[src/rtl/nvc_defs.svh]
// Constants of the vectored interrupt controller: sizes, register byte
// offsets, field positions and reset values.
// Assumes inclusion by bare name from the rtl folder.
`ifndef NVC_DEFS_SVH
`define NVC_DEFS_SVH

`define NVC_NSRC        32
`define NVC_IDXW        5
`define NVC_PW          3

// Register byte offsets (Wishbone, 32-bit words)
`define NVC_A_EN_SET    8'h00
`define NVC_A_EN_CLR    8'h04
`define NVC_A_PEND_SET  8'h08
`define NVC_A_PEND_CLR  8'h0C
`define NVC_A_ACTIVE    8'h10
`define NVC_A_CTRL      8'h14
`define NVC_A_THRESH    8'h18
`define NVC_A_VTBASE    8'h1C
`define NVC_A_STATUS    8'h20
`define NVC_A_VECTOR    8'h24
`define NVC_A_GATE_OPEN 8'h28
`define NVC_A_GATE_CLS  8'h2C
`define NVC_A_PRIO_LO   8'h40
`define NVC_A_PRIO_HI   8'hBC

// Field positions
`define NVC_CTL_GATE    0
`define NVC_CTL_SLEEP   1
`define NVC_CTL_GRP_LSB 8
`define NVC_PRIO_LSB    5
`define NVC_VT_LSB      10
`define NVC_ST_REQ      31
`define NVC_ST_IDX_LSB  16

// Reset values
`define NVC_RST_GATE    1'b0
`define NVC_RST_SLEEP   1'b0
`define NVC_RST_GRP     3'h0
`define NVC_RST_THRESH  8'h00
`define NVC_RST_VTBASE  22'h000000
`define NVC_RST_PRIO    3'h0

// Running level when no handler is active, above every preemption level
`define NVC_LVL_NONE    4'h8

`endif

[src/rtl/nvc_pkg.sv]
// Types shared by the vectored interrupt controller files.
// Assumes nvc_defs.svh sits in the same folder.
`include "nvc_defs.svh"

package nvc_pkg;

    typedef logic [`NVC_PW-1:0] nvc_prio_t;

    typedef logic [`NVC_NSRC-1:0][`NVC_PW-1:0] nvc_prio_arr_t;

    typedef struct packed {
        logic                 found;
        logic [`NVC_IDXW-1:0] idx;
    } nvc_pick_t;

    // Request presented to the processor core
    typedef struct packed {
        logic                 req;
        logic [`NVC_IDXW-1:0] index;
        logic [31:0]          vector;
    } nvc_cpu_req_t;

endpackage

[src/rtl/nvc_ctrl.sv]
// Nested vectored interrupt controller, Wishbone classic slave.
// Assumes peripheral requests and processor handshakes run on clk.
//
// Overview of operation
// RL1: Per-source enable bits, set and cleared by software.
// RL2: Global gate blocks request, keeps enables.
// RL3: Gate state readable before and after change.
// RL4: Sleep-after-handler control signals sleep on exit.
// RL5: Grouping register reports preemption bit count.
// RL6: Non-zero threshold masks levels at or above it.
// RL7: Only upper three priority bits used.
// RL8: Smaller priority number is more urgent.
// RL9: Vector table base readable by software.
// RL10: Per-source enable state reads back non-zero.
// RL11: Software pend dispatches when priority allows.
// RL12: Disabled pending source is never dispatched.
// RL13: Equal priority: lowest source number first.
// RL14: Equal preemption level never preempts; tail-chains.
// RL15: Software clears pending, discarding unserviced request.
// RL16: Grouping three to seven behave identically.
// RL17: Present best source with base-plus-index vector.
`timescale 1ns/1ps
`default_nettype none
`include "nvc_defs.svh"

module nvc_ctrl
    import nvc_pkg::*;
(
    // Clock and reset
    input  wire logic                 clk,
    input  wire logic                 rst_b,
    // Wishbone classic slave
    input  wire logic                 wb_cyc_i,
    input  wire logic                 wb_stb_i,
    input  wire logic                 wb_we_i,
    input  wire logic [31:0]          wb_adr_i,
    input  wire logic [3:0]           wb_sel_i,
    input  wire logic [31:0]          wb_dat_i,
    output logic [31:0]               wb_dat_o,
    output logic                      wb_ack_o,
    // Peripheral interrupt sources
    input  wire logic [`NVC_NSRC-1:0] src_irq,
    // Processor core
    output nvc_cpu_req_t              cpu,
    input  wire logic                 irq_ack,
    input  wire logic                 irq_done,
    output logic                      sleep_on_exit,
    output logic                      sleep_enter
);

    localparam int NS = `NVC_NSRC;

    // Lowest masked priority among set bits; strict compare keeps the
    // lowest source number on a tie.
    function automatic nvc_pick_t pick(input logic [NS-1:0] vec,
                                       input nvc_prio_arr_t pr,
                                       input nvc_prio_t msk);
        nvc_pick_t r;
        nvc_prio_t best;
        r = '0;
        best = '0;
        for (int i = 0; i < NS; i++) begin
            if (vec[i] && (!r.found || (pr[i] & msk) < best)) begin
                r.found = 1'b1;
                r.idx = i[`NVC_IDXW-1:0];
                best = pr[i] & msk;
            end
        end
        return r;
    endfunction

    // State
    logic [NS-1:0]   en;
    logic [NS-1:0]   pend;
    logic [NS-1:0]   active;
    logic [NS-1:0]   src_q;
    logic            gate;
    logic            sleep_flag;
    logic [2:0]      grp;
    logic [7:0]      thresh;
    logic [21:0]     vtbase;
    logic [31:0]     dat_q;
    logic            prio_rd_q;
    logic            ack_q;

    // Bus decode
    wire             acc    = wb_cyc_i & wb_stb_i & ~ack_q;
    wire             wr     = acc & wb_we_i;
    wire [7:0]       a      = wb_adr_i[7:0];
    wire [31:0]      wmask  = {{8{wb_sel_i[3]}}, {8{wb_sel_i[2]}},
                               {8{wb_sel_i[1]}}, {8{wb_sel_i[0]}}};
    wire [31:0]      wbits  = wb_dat_i & wmask;
    wire             is_prio = (a >= `NVC_A_PRIO_LO) && (a <= `NVC_A_PRIO_HI);
    wire [`NVC_IDXW-1:0] prio_idx = 5'(a[7:2] - 6'h10);
    wire             wr_ens  = wr && a == `NVC_A_EN_SET;
    wire             wr_enc  = wr && a == `NVC_A_EN_CLR;
    wire             wr_ps   = wr && a == `NVC_A_PEND_SET;
    wire             wr_pc   = wr && a == `NVC_A_PEND_CLR;
    wire             wr_ctl  = wr && a == `NVC_A_CTRL;
    wire             wr_thr  = wr && a == `NVC_A_THRESH && wb_sel_i[0];
    wire             wr_vt   = wr && a == `NVC_A_VTBASE;
    wire             wr_gop  = wr && a == `NVC_A_GATE_OPEN;
    wire             wr_gcl  = wr && a == `NVC_A_GATE_CLS;
    wire             wr_prio = wr && is_prio && wb_sel_i[0];

    // Priority store
    nvc_prio_arr_t   prio_all;
    nvc_prio_t       prio_rdata;

    nvc_prio_mem u_prio (
        .clk   (clk),
        .rst_b (rst_b),
        .we    (wr_prio),
        .waddr (prio_idx),
        .wdata (wb_dat_i[`NVC_PRIO_LSB +: `NVC_PW]), // RL7
        .raddr (prio_idx),
        .rdata (prio_rdata),
        .all   (prio_all)
    );

    // Preemption field of the 3-bit level; settings 3..7 all keep every bit
    wire nvc_prio_t  pmask   = (grp == 3'h0) ? 3'b000 :             // RL16
                               (grp == 3'h1) ? 3'b100 :
                               (grp == 3'h2) ? 3'b110 : 3'b111;     // RL16
    wire nvc_prio_t  thr_lvl = thresh[`NVC_PRIO_LSB +: `NVC_PW];    // RL7

    // Per-source eligibility and handshake decode
    logic [NS-1:0]   elig;
    logic [NS-1:0]   ack_hit;
    logic [NS-1:0]   done_hit;
    nvc_pick_t       cand;
    nvc_pick_t       run;

    assign cand = pick(elig, prio_all, 3'b111);                     // RL8 RL13
    assign run  = pick(active, prio_all, pmask);

    genvar i;
    generate
        for (i = 0; i < NS; i++) begin : g_src
            wire masked = (thr_lvl != 3'h0) && (prio_all[i] >= thr_lvl); // RL6
            assign elig[i]     = pend[i] & en[i] & ~masked;         // RL12
            // An ack with no request standing is ignored
            assign ack_hit[i]  = irq_ack && cpu.req && cpu.index == 5'(i);
            assign done_hit[i] = irq_done && run.found &&
                                 run.idx == 5'(i);
        end
    endgenerate

    // Running preemption level; a candidate must be strictly more urgent
    wire [3:0]       run_lvl  = run.found ? {1'b0, prio_all[run.idx] & pmask}
                                          : `NVC_LVL_NONE;
    wire [3:0]       cand_lvl = {1'b0, prio_all[cand.idx] & pmask};
    wire             preempt_ok = cand.found && cand_lvl < run_lvl; // RL14 RL11
    wire             next_req = gate & preempt_ok & ~irq_ack;       // RL2
    wire [31:0]      next_vector = {vtbase, 3'h0, cand.idx, 2'h0};  // RL17

    // Pending: hardware and software sets win over every clear
    wire [NS-1:0]    src_rise  = src_irq & ~src_q;
    wire [NS-1:0]    pend_set  = src_rise | (wr_ps ? wbits : '0);   // RL11
    wire [NS-1:0]    pend_clr  = (wr_pc ? wbits : '0) | ack_hit;    // RL15
    wire [NS-1:0]    next_pend = (pend & ~pend_clr) | pend_set;
    wire [NS-1:0]    next_en   = (en | (wr_ens ? wbits : '0)) &
                                 ~(wr_enc ? wbits : '0);            // RL1
    wire [NS-1:0]    next_active = (active & ~done_hit) | ack_hit;
    wire             last_exit = irq_done && (active & ~done_hit) == '0;

    // Read data
    logic [31:0]     rd_word;
    always_comb begin
        rd_word = 32'h0000_0000;
        case (a)
            `NVC_A_EN_SET, `NVC_A_EN_CLR:     rd_word = en;         // RL10
            `NVC_A_PEND_SET, `NVC_A_PEND_CLR: rd_word = pend;
            `NVC_A_ACTIVE:                    rd_word = active;
            `NVC_A_CTRL: begin
                rd_word[`NVC_CTL_GATE]  = gate;                     // RL3
                rd_word[`NVC_CTL_SLEEP] = sleep_flag;
                rd_word[`NVC_CTL_GRP_LSB +: 3] = grp;               // RL5
            end
            `NVC_A_THRESH:   rd_word[7:0] = thresh;
            `NVC_A_VTBASE:   rd_word[31:`NVC_VT_LSB] = vtbase;      // RL9
            `NVC_A_STATUS: begin
                rd_word[`NVC_ST_REQ] = cpu.req;
                rd_word[`NVC_ST_IDX_LSB +: `NVC_IDXW] = cpu.index;
                rd_word[3:0] = run_lvl;
            end
            `NVC_A_VECTOR:   rd_word = cpu.vector;
            `NVC_A_GATE_OPEN, `NVC_A_GATE_CLS: rd_word[0] = gate;   // RL3
            default:         rd_word = 32'h0000_0000;
        endcase
    end

    // Bus slave: one wait state, unmapped reads give zero
    always_ff @(posedge clk or negedge rst_b) begin
        if (!rst_b) begin
            ack_q     <= 1'b0;
            dat_q     <= 32'h0000_0000;
            prio_rd_q <= 1'b0;
        end else begin
            ack_q     <= acc;
            prio_rd_q <= acc & is_prio;
            if (acc) begin
                dat_q <= rd_word;
            end
        end
    end

    assign wb_ack_o = ack_q;
    assign wb_dat_o = prio_rd_q ? {24'h00_0000, prio_rdata, 5'h00} : dat_q;

    // Configuration
    always_ff @(posedge clk or negedge rst_b) begin
        if (!rst_b) begin
            gate       <= `NVC_RST_GATE;
            sleep_flag <= `NVC_RST_SLEEP;
            grp        <= `NVC_RST_GRP;
            thresh     <= `NVC_RST_THRESH;
            vtbase     <= `NVC_RST_VTBASE;
        end else begin
            if (wr_ctl && wb_sel_i[0]) begin
                gate       <= wb_dat_i[`NVC_CTL_GATE];              // RL2
                sleep_flag <= wb_dat_i[`NVC_CTL_SLEEP];             // RL4
            end else if (wr_gop) begin
                gate <= 1'b1;                                       // RL2
            end else if (wr_gcl) begin
                gate <= 1'b0;                                       // RL2
            end
            if (wr_ctl && wb_sel_i[1]) begin
                grp <= wb_dat_i[`NVC_CTL_GRP_LSB +: 3];             // RL5
            end
            if (wr_thr) begin
                thresh <= wb_dat_i[7:0];                            // RL6
            end
            if (wr_vt) begin
                vtbase <= wb_dat_i[31:`NVC_VT_LSB];                 // RL9
            end
        end
    end

    // Source, enable, pending and active state
    always_ff @(posedge clk or negedge rst_b) begin
        if (!rst_b) begin
            src_q  <= '0;
            en     <= '0;
            pend   <= '0;
            active <= '0;
        end else begin
            src_q  <= src_irq;
            en     <= next_en;
            pend   <= next_pend;
            active <= next_active;
        end
    end

    // Processor side; the request drops for the cycle after an ack so
    // that a stale index is never offered twice
    always_ff @(posedge clk or negedge rst_b) begin
        if (!rst_b) begin
            cpu         <= '0;
            sleep_enter <= 1'b0;
        end else begin
            cpu.req     <= next_req;
            cpu.index   <= cand.idx;
            cpu.vector  <= next_vector;
            sleep_enter <= sleep_flag & last_exit;                  // RL4
        end
    end

    assign sleep_on_exit = sleep_flag;                              // RL4
endmodule

`default_nettype wire

[src/rtl/nvc_prio_mem.sv]
// Per-source priority store: one 3-bit level per source.
// All levels leave in parallel for arbitration; the software read port
// answers from a register one edge after the address.
`timescale 1ns/1ps
`default_nettype none
`include "nvc_defs.svh"

module nvc_prio_mem
    import nvc_pkg::*;
(
    // Clock and reset
    input  wire logic                 clk,
    input  wire logic                 rst_b,
    // Write port
    input  wire logic                 we,
    input  wire logic [`NVC_IDXW-1:0] waddr,
    input  wire nvc_prio_t            wdata,
    // Read port
    input  wire logic [`NVC_IDXW-1:0] raddr,
    output nvc_prio_t                 rdata,
    // Parallel view
    output nvc_prio_arr_t             all
);

    nvc_prio_arr_t mem;

    genvar i;
    generate
        for (i = 0; i < `NVC_NSRC; i++) begin : g_ent
            always_ff @(posedge clk or negedge rst_b) begin
                if (!rst_b) begin
                    mem[i] <= `NVC_RST_PRIO;
                end else if (we && waddr == 5'(i)) begin
                    mem[i] <= wdata;
                end
            end
        end
    endgenerate

    always_ff @(posedge clk or negedge rst_b) begin
        if (!rst_b) begin
            rdata <= `NVC_RST_PRIO;
        end else begin
            rdata <= mem[raddr];
        end
    end

    assign all = mem;

endmodule

`default_nettype wire

[config.mk]
export PLATFORM = sky130hd
export DESIGN_NAME = nvc_ctrl
export DESIGN_NICKNAME = d
export VERILOG_FILES = /design/src/rtl/nvc_pkg.sv /design/src/rtl/nvc_ctrl.sv /design/src/rtl/nvc_prio_mem.sv
export VERILOG_INCLUDE_DIRS = /design/src /design/src/rtl
export SDC_FILE = /design/constraint.sdc
export NUM_CORES = 1
export LEC_CHECK = 0
export BUFFER_PORTS_ARGS = -buffer_cell sky130_fd_sc_hd__buf_2
export CORE_MARGIN = 8
export CORE_UTILIZATION = 29
export DETAILED_ROUTE_END_ITERATION = 16
export HOLD_SLACK_MARGIN = 0.1
export PLACE_DENSITY = 0.44
export SLEW_MARGIN = 20
export SYNTH_ARGS = -nofsm -noshare
export SYNTH_HDL_FRONTEND = slang
export SYNTH_HIERARCHICAL = 1
export SYNTH_SLANG_ARGS = --single-unit
[constraint.sdc]
create_clock -name clk -period 98.6 [get_ports clk]
set_input_delay 19.72 -clock clk [delete_from_list [all_inputs] [get_ports clk]]
set_output_delay 19.72 -clock clk [all_outputs]
set_load 0.01 [all_outputs]
==> key figures <==
Status
  • Status: completed

Clocking
  • Post-CTS Setup Inserts: 0
  • CTS Sinks: around 330
  • Root Driver: clkbuf_16
  • Post_cts resized: 0
  • Clk slew on worst S/H paths: ~60 ps
  • CTS tree: yes
  • CTS max path bufs: 3
  • Hold buffers post-CTS: 0
  • Clk_lat worst skew: 600 ps
  • Htree depth: 2
  • Num CTS Buffers: 42

Worst hold path
  • Class of the worst hold path: register to register

Setup path
  • Worst Setup Path Type: register to register
  • Worst EP required: roughly 99000 ps
  • Crit-path max FO: 24
  • Worst setup SP type: register
  • CP arrival: 47030 ps
  • CP Capture Type: register
  • Slowest CP cell: nor2b_1
  • Delay of the slowest critical-path stage: between 900 and 1000 ps
  • Most used cell, CP: ha_1

Logic synthesis
  • Seq/Total Area, Yosys: 27.9%
  • Post-synth EDFFs: 0
  • Yosys cell types: between 100 and 150
  • Synth Register Bits: approximately 330
  • Post-Synth XOR/XNOR Area: 0%
  • Synth Flop Type: dfrtp_1
  • Synth Area in Adders: under 10%
  • Post-Syn Instances: approximately 3400
  • Post-synthesis simple-gate area fraction: a little under a fifth
  • Largest family of logic cells by synthesized area: compound AO/OA/AOI/OAI gates
  • Multiplexer area fraction after synthesis: 12.4%
  • Ys async rst share: between 90% and 100%
  • Post-synthesis compound-gate area fraction: between 20 and 30%
  • Post-Syn Area: about 30000 um^2
  • Mean area per synthesized cell: about 8.6 um^2
  • Yosys Warn Count: 6

Die
  • Core Region: 99900 um^2
  • Top-level I/O count: 180
  • Die Ht: 333 um
  • Initial core utilization: 29.2%
  • Die Span X: roughly 330 um
  • Die ar.: about 110000 um^2
  • Row cnt: between 100 and 150

Global routing
  • Total GRT Usage: a little under a quarter
  • Number of global-route vias before repair: roughly 28000
  • Antenna violations before repair: 3
  • First-pass GRT wire length: 194 mm
  • Remaining Overflow, GRT: 0
  • Largest net degree at the start of global routing: 94

Power
  • Pwr/cell area: 12.7 nW/um^2
  • Lkg Pwr: around 15 nW
  • VDD IR-drop max: 0.0107 mV

Placement
  • I/O Buffers: 150
  • Worst slack, placed: 53070 ps
  • Gpl congestion: 0.912
  • Placed wire-length estimate: ~100 mm

Detailed routing
  • Vias/cell: roughly 6.0
  • Uppermost layer routed: met5
  • 1st-pass router iterations: 6
  • Number of routed nets with antenna violations: 0
  • Routed via count: around 29000
  • Drc violations: 0
  • WL met1: 60.4 mm
  • DRT iter0 DRCs: 2759
  • Total wire length: roughly 130 mm
  • Routed len/inst: 27.6 um
  • Met3 wire len: roughly 9.1 mm
  • Met2 Wirelength: 59.5 mm

Timing
  • Fin crit share: approximately 47%
  • Final Worst Setup Slack: around 52000 ps
  • Max Freq: 21.5 MHz
  • Fin. Hold Viols: 0
  • Fin crit period: roughly 47000 ps
  • Layout Skew: a little under 50 ps
  • Setup TNS: 0 ps
  • Relative slew slack: roughly 24%
  • RSZ-0062 raised after global routing: no
  • Final count of negative-setup-slack endpoints: 0
  • Fin. max-slew vios: 0
  • Worst Max-Slew Pin Slew: between 1000 and 1500 ps

Final layout
  • Area Overhead vs Synth: 12.3%
  • Share of layout cells above drive strength 1: about 14%
  • Commonest non-fill, non-tap cells in the layout: 336 x nand2_1, 324 x dfrtp_1, 247 x nor2_1, 211 x o21ai_0, 185 x a21oi_1
  • Commonest non-fill, non-tap cell in the layout: nand2_1
  • NumNets Final: approximately 3800
  • Fill count: around 11000

Run
  • Max_cap viols: 0
[path summary, 6_finish.rpt]
kind | cells after the start | startpoint | endpoint | slack, ps
worst min register to register | 0 | vtbase[19] | cpu[29] | 390
min in group asynchronous | 1 | rst_b | pend[23] | 19110
max in group asynchronous | 3 | rst_b | dat_q[10] | 77290
worst max-delay path | 205 | grp[1] | cpu[37] | 52050
worst max register to register | 205 | grp[1] | cpu[37] | 52050
worst min-delay path | 0 | vtbase[19] | cpu[29] | 390
[cells by family (layout without fill, tap and decap cells)]
family	Yosys count	count (layout)
muxes	298	298
AOI/OAI and AO/OA	1158	1158
adders and majority gates	187	187
and+or+nand+nor	1097	1097
buffers and inverters	323	438
DFF	325	325
other	1	10
[sequential cells by signal (all words and copies together), names as in the netlist]
signal and cells:
u_prio/all 96, active 32, dat_q 32, en 32
pend 32, src_q 32, cpu 28, vtbase 22
thresh 8, grp 3, u_prio/rdata 3, gate 1
prio_rd_q 1, sleep_enter 1, sleep_on_exit 1, wb_ack_o 1
[stage by stage]
step | util [%] | std cells | total power (W) | hold WS [ps] | cell area (um^2)
6_report | 32.8 | 4811 | 0.000416 | 393 | 32700
5_1_grt | 32.8 | 4806 | 0.000435 | 405 | 32700
4_1_cts | 32.8 | 4806 | 0.000418 | 388 | 32700
3_5_place_dp | 31.3 | 4730 | 0.000247 | 380 | 31200
3_3_place_gp | 31.3 | 4730 | 0.000247 | 377 | 31200
2_1_floorplan | - | 3393 | 0.000210 | 369 | 29200
[metal layers]
layer	up-vias	GRT usage (%)
met4	4	6.22
li1	13200	-
met2	1091	36.4
met5	-	0
met1	14200	32.0
met3	179	3.72
[cell usage after synthesis, types with 17 or more instances]
library cell  number  area share, %
nand2_1          336            4.3
dfrtp_1          325             28
nor2_1           253            3.3
o21ai_0          211            3.6
a21oi_1          186            3.2
ha_1             176            7.6
inv_1            148            1.9
a31oi_1          109            2.3
clkbuf_1         109            1.4
nand2b_1         102            2.2
mux2_1            97            3.7
mux2i_1           90            3.1
nand3_1           86            1.5
mux2_2            76            2.9
a21o_1            50            1.3
nor2b_1           49            1.1
and2_1            48            1.0
o211ai_1          47            1.2
nor3_1            46           0.79
o21a_1            43            1.1
o221ai_1          43            1.3
a211oi_1          38           0.98
o311ai_0          37            1.1
a22oi_1           36           0.93
o22ai_1           35           0.75
a222oi_1          31            1.1
a22o_1            30           0.90
mux4_2            30            2.3
buf_4             27           0.70
and3_1            26           0.56
o211a_1           25           0.86
or2_2             22           0.47
nand4_1           19           0.41
or3_1             19           0.41
o31ai_1           17           0.44
[layout make-up]
cell class                      count  area (um^2)  area share (%)
Tap cell                         1298         1620            4.96
Timing Repair Buffer              208         1200            3.65
Sequential cell                   325         8130            24.9
Multi-Input combinational cell   2745        19700            60.1
Inverter                          154          578            1.77
Antenna cell                        5         12.5          0.0382
Clock buffer                       57         1190            3.63
Clock inverter                     19          325           0.994
[worst max-delay path: cells and delay by family (launching register included)]
family,cells,cell delay [ps]
and+or+nand+nor,53,9570
adders and majority gates,32,9170
buffers and inverters,9,1260
AOI/OAI and AO/OA,105,23820
muxes,6,2020
DFF,1,490
[power breakdown]
group          internal [W]  leakage, nW  switching, W
Combinational     0.0000347         9.54     0.0000681
Clock              0.000104        0.719     0.0000660
Sequential         0.000136         4.26    0.00000759
Total              0.000275         14.5      0.000142
Power figures use the tool's default switching activity.
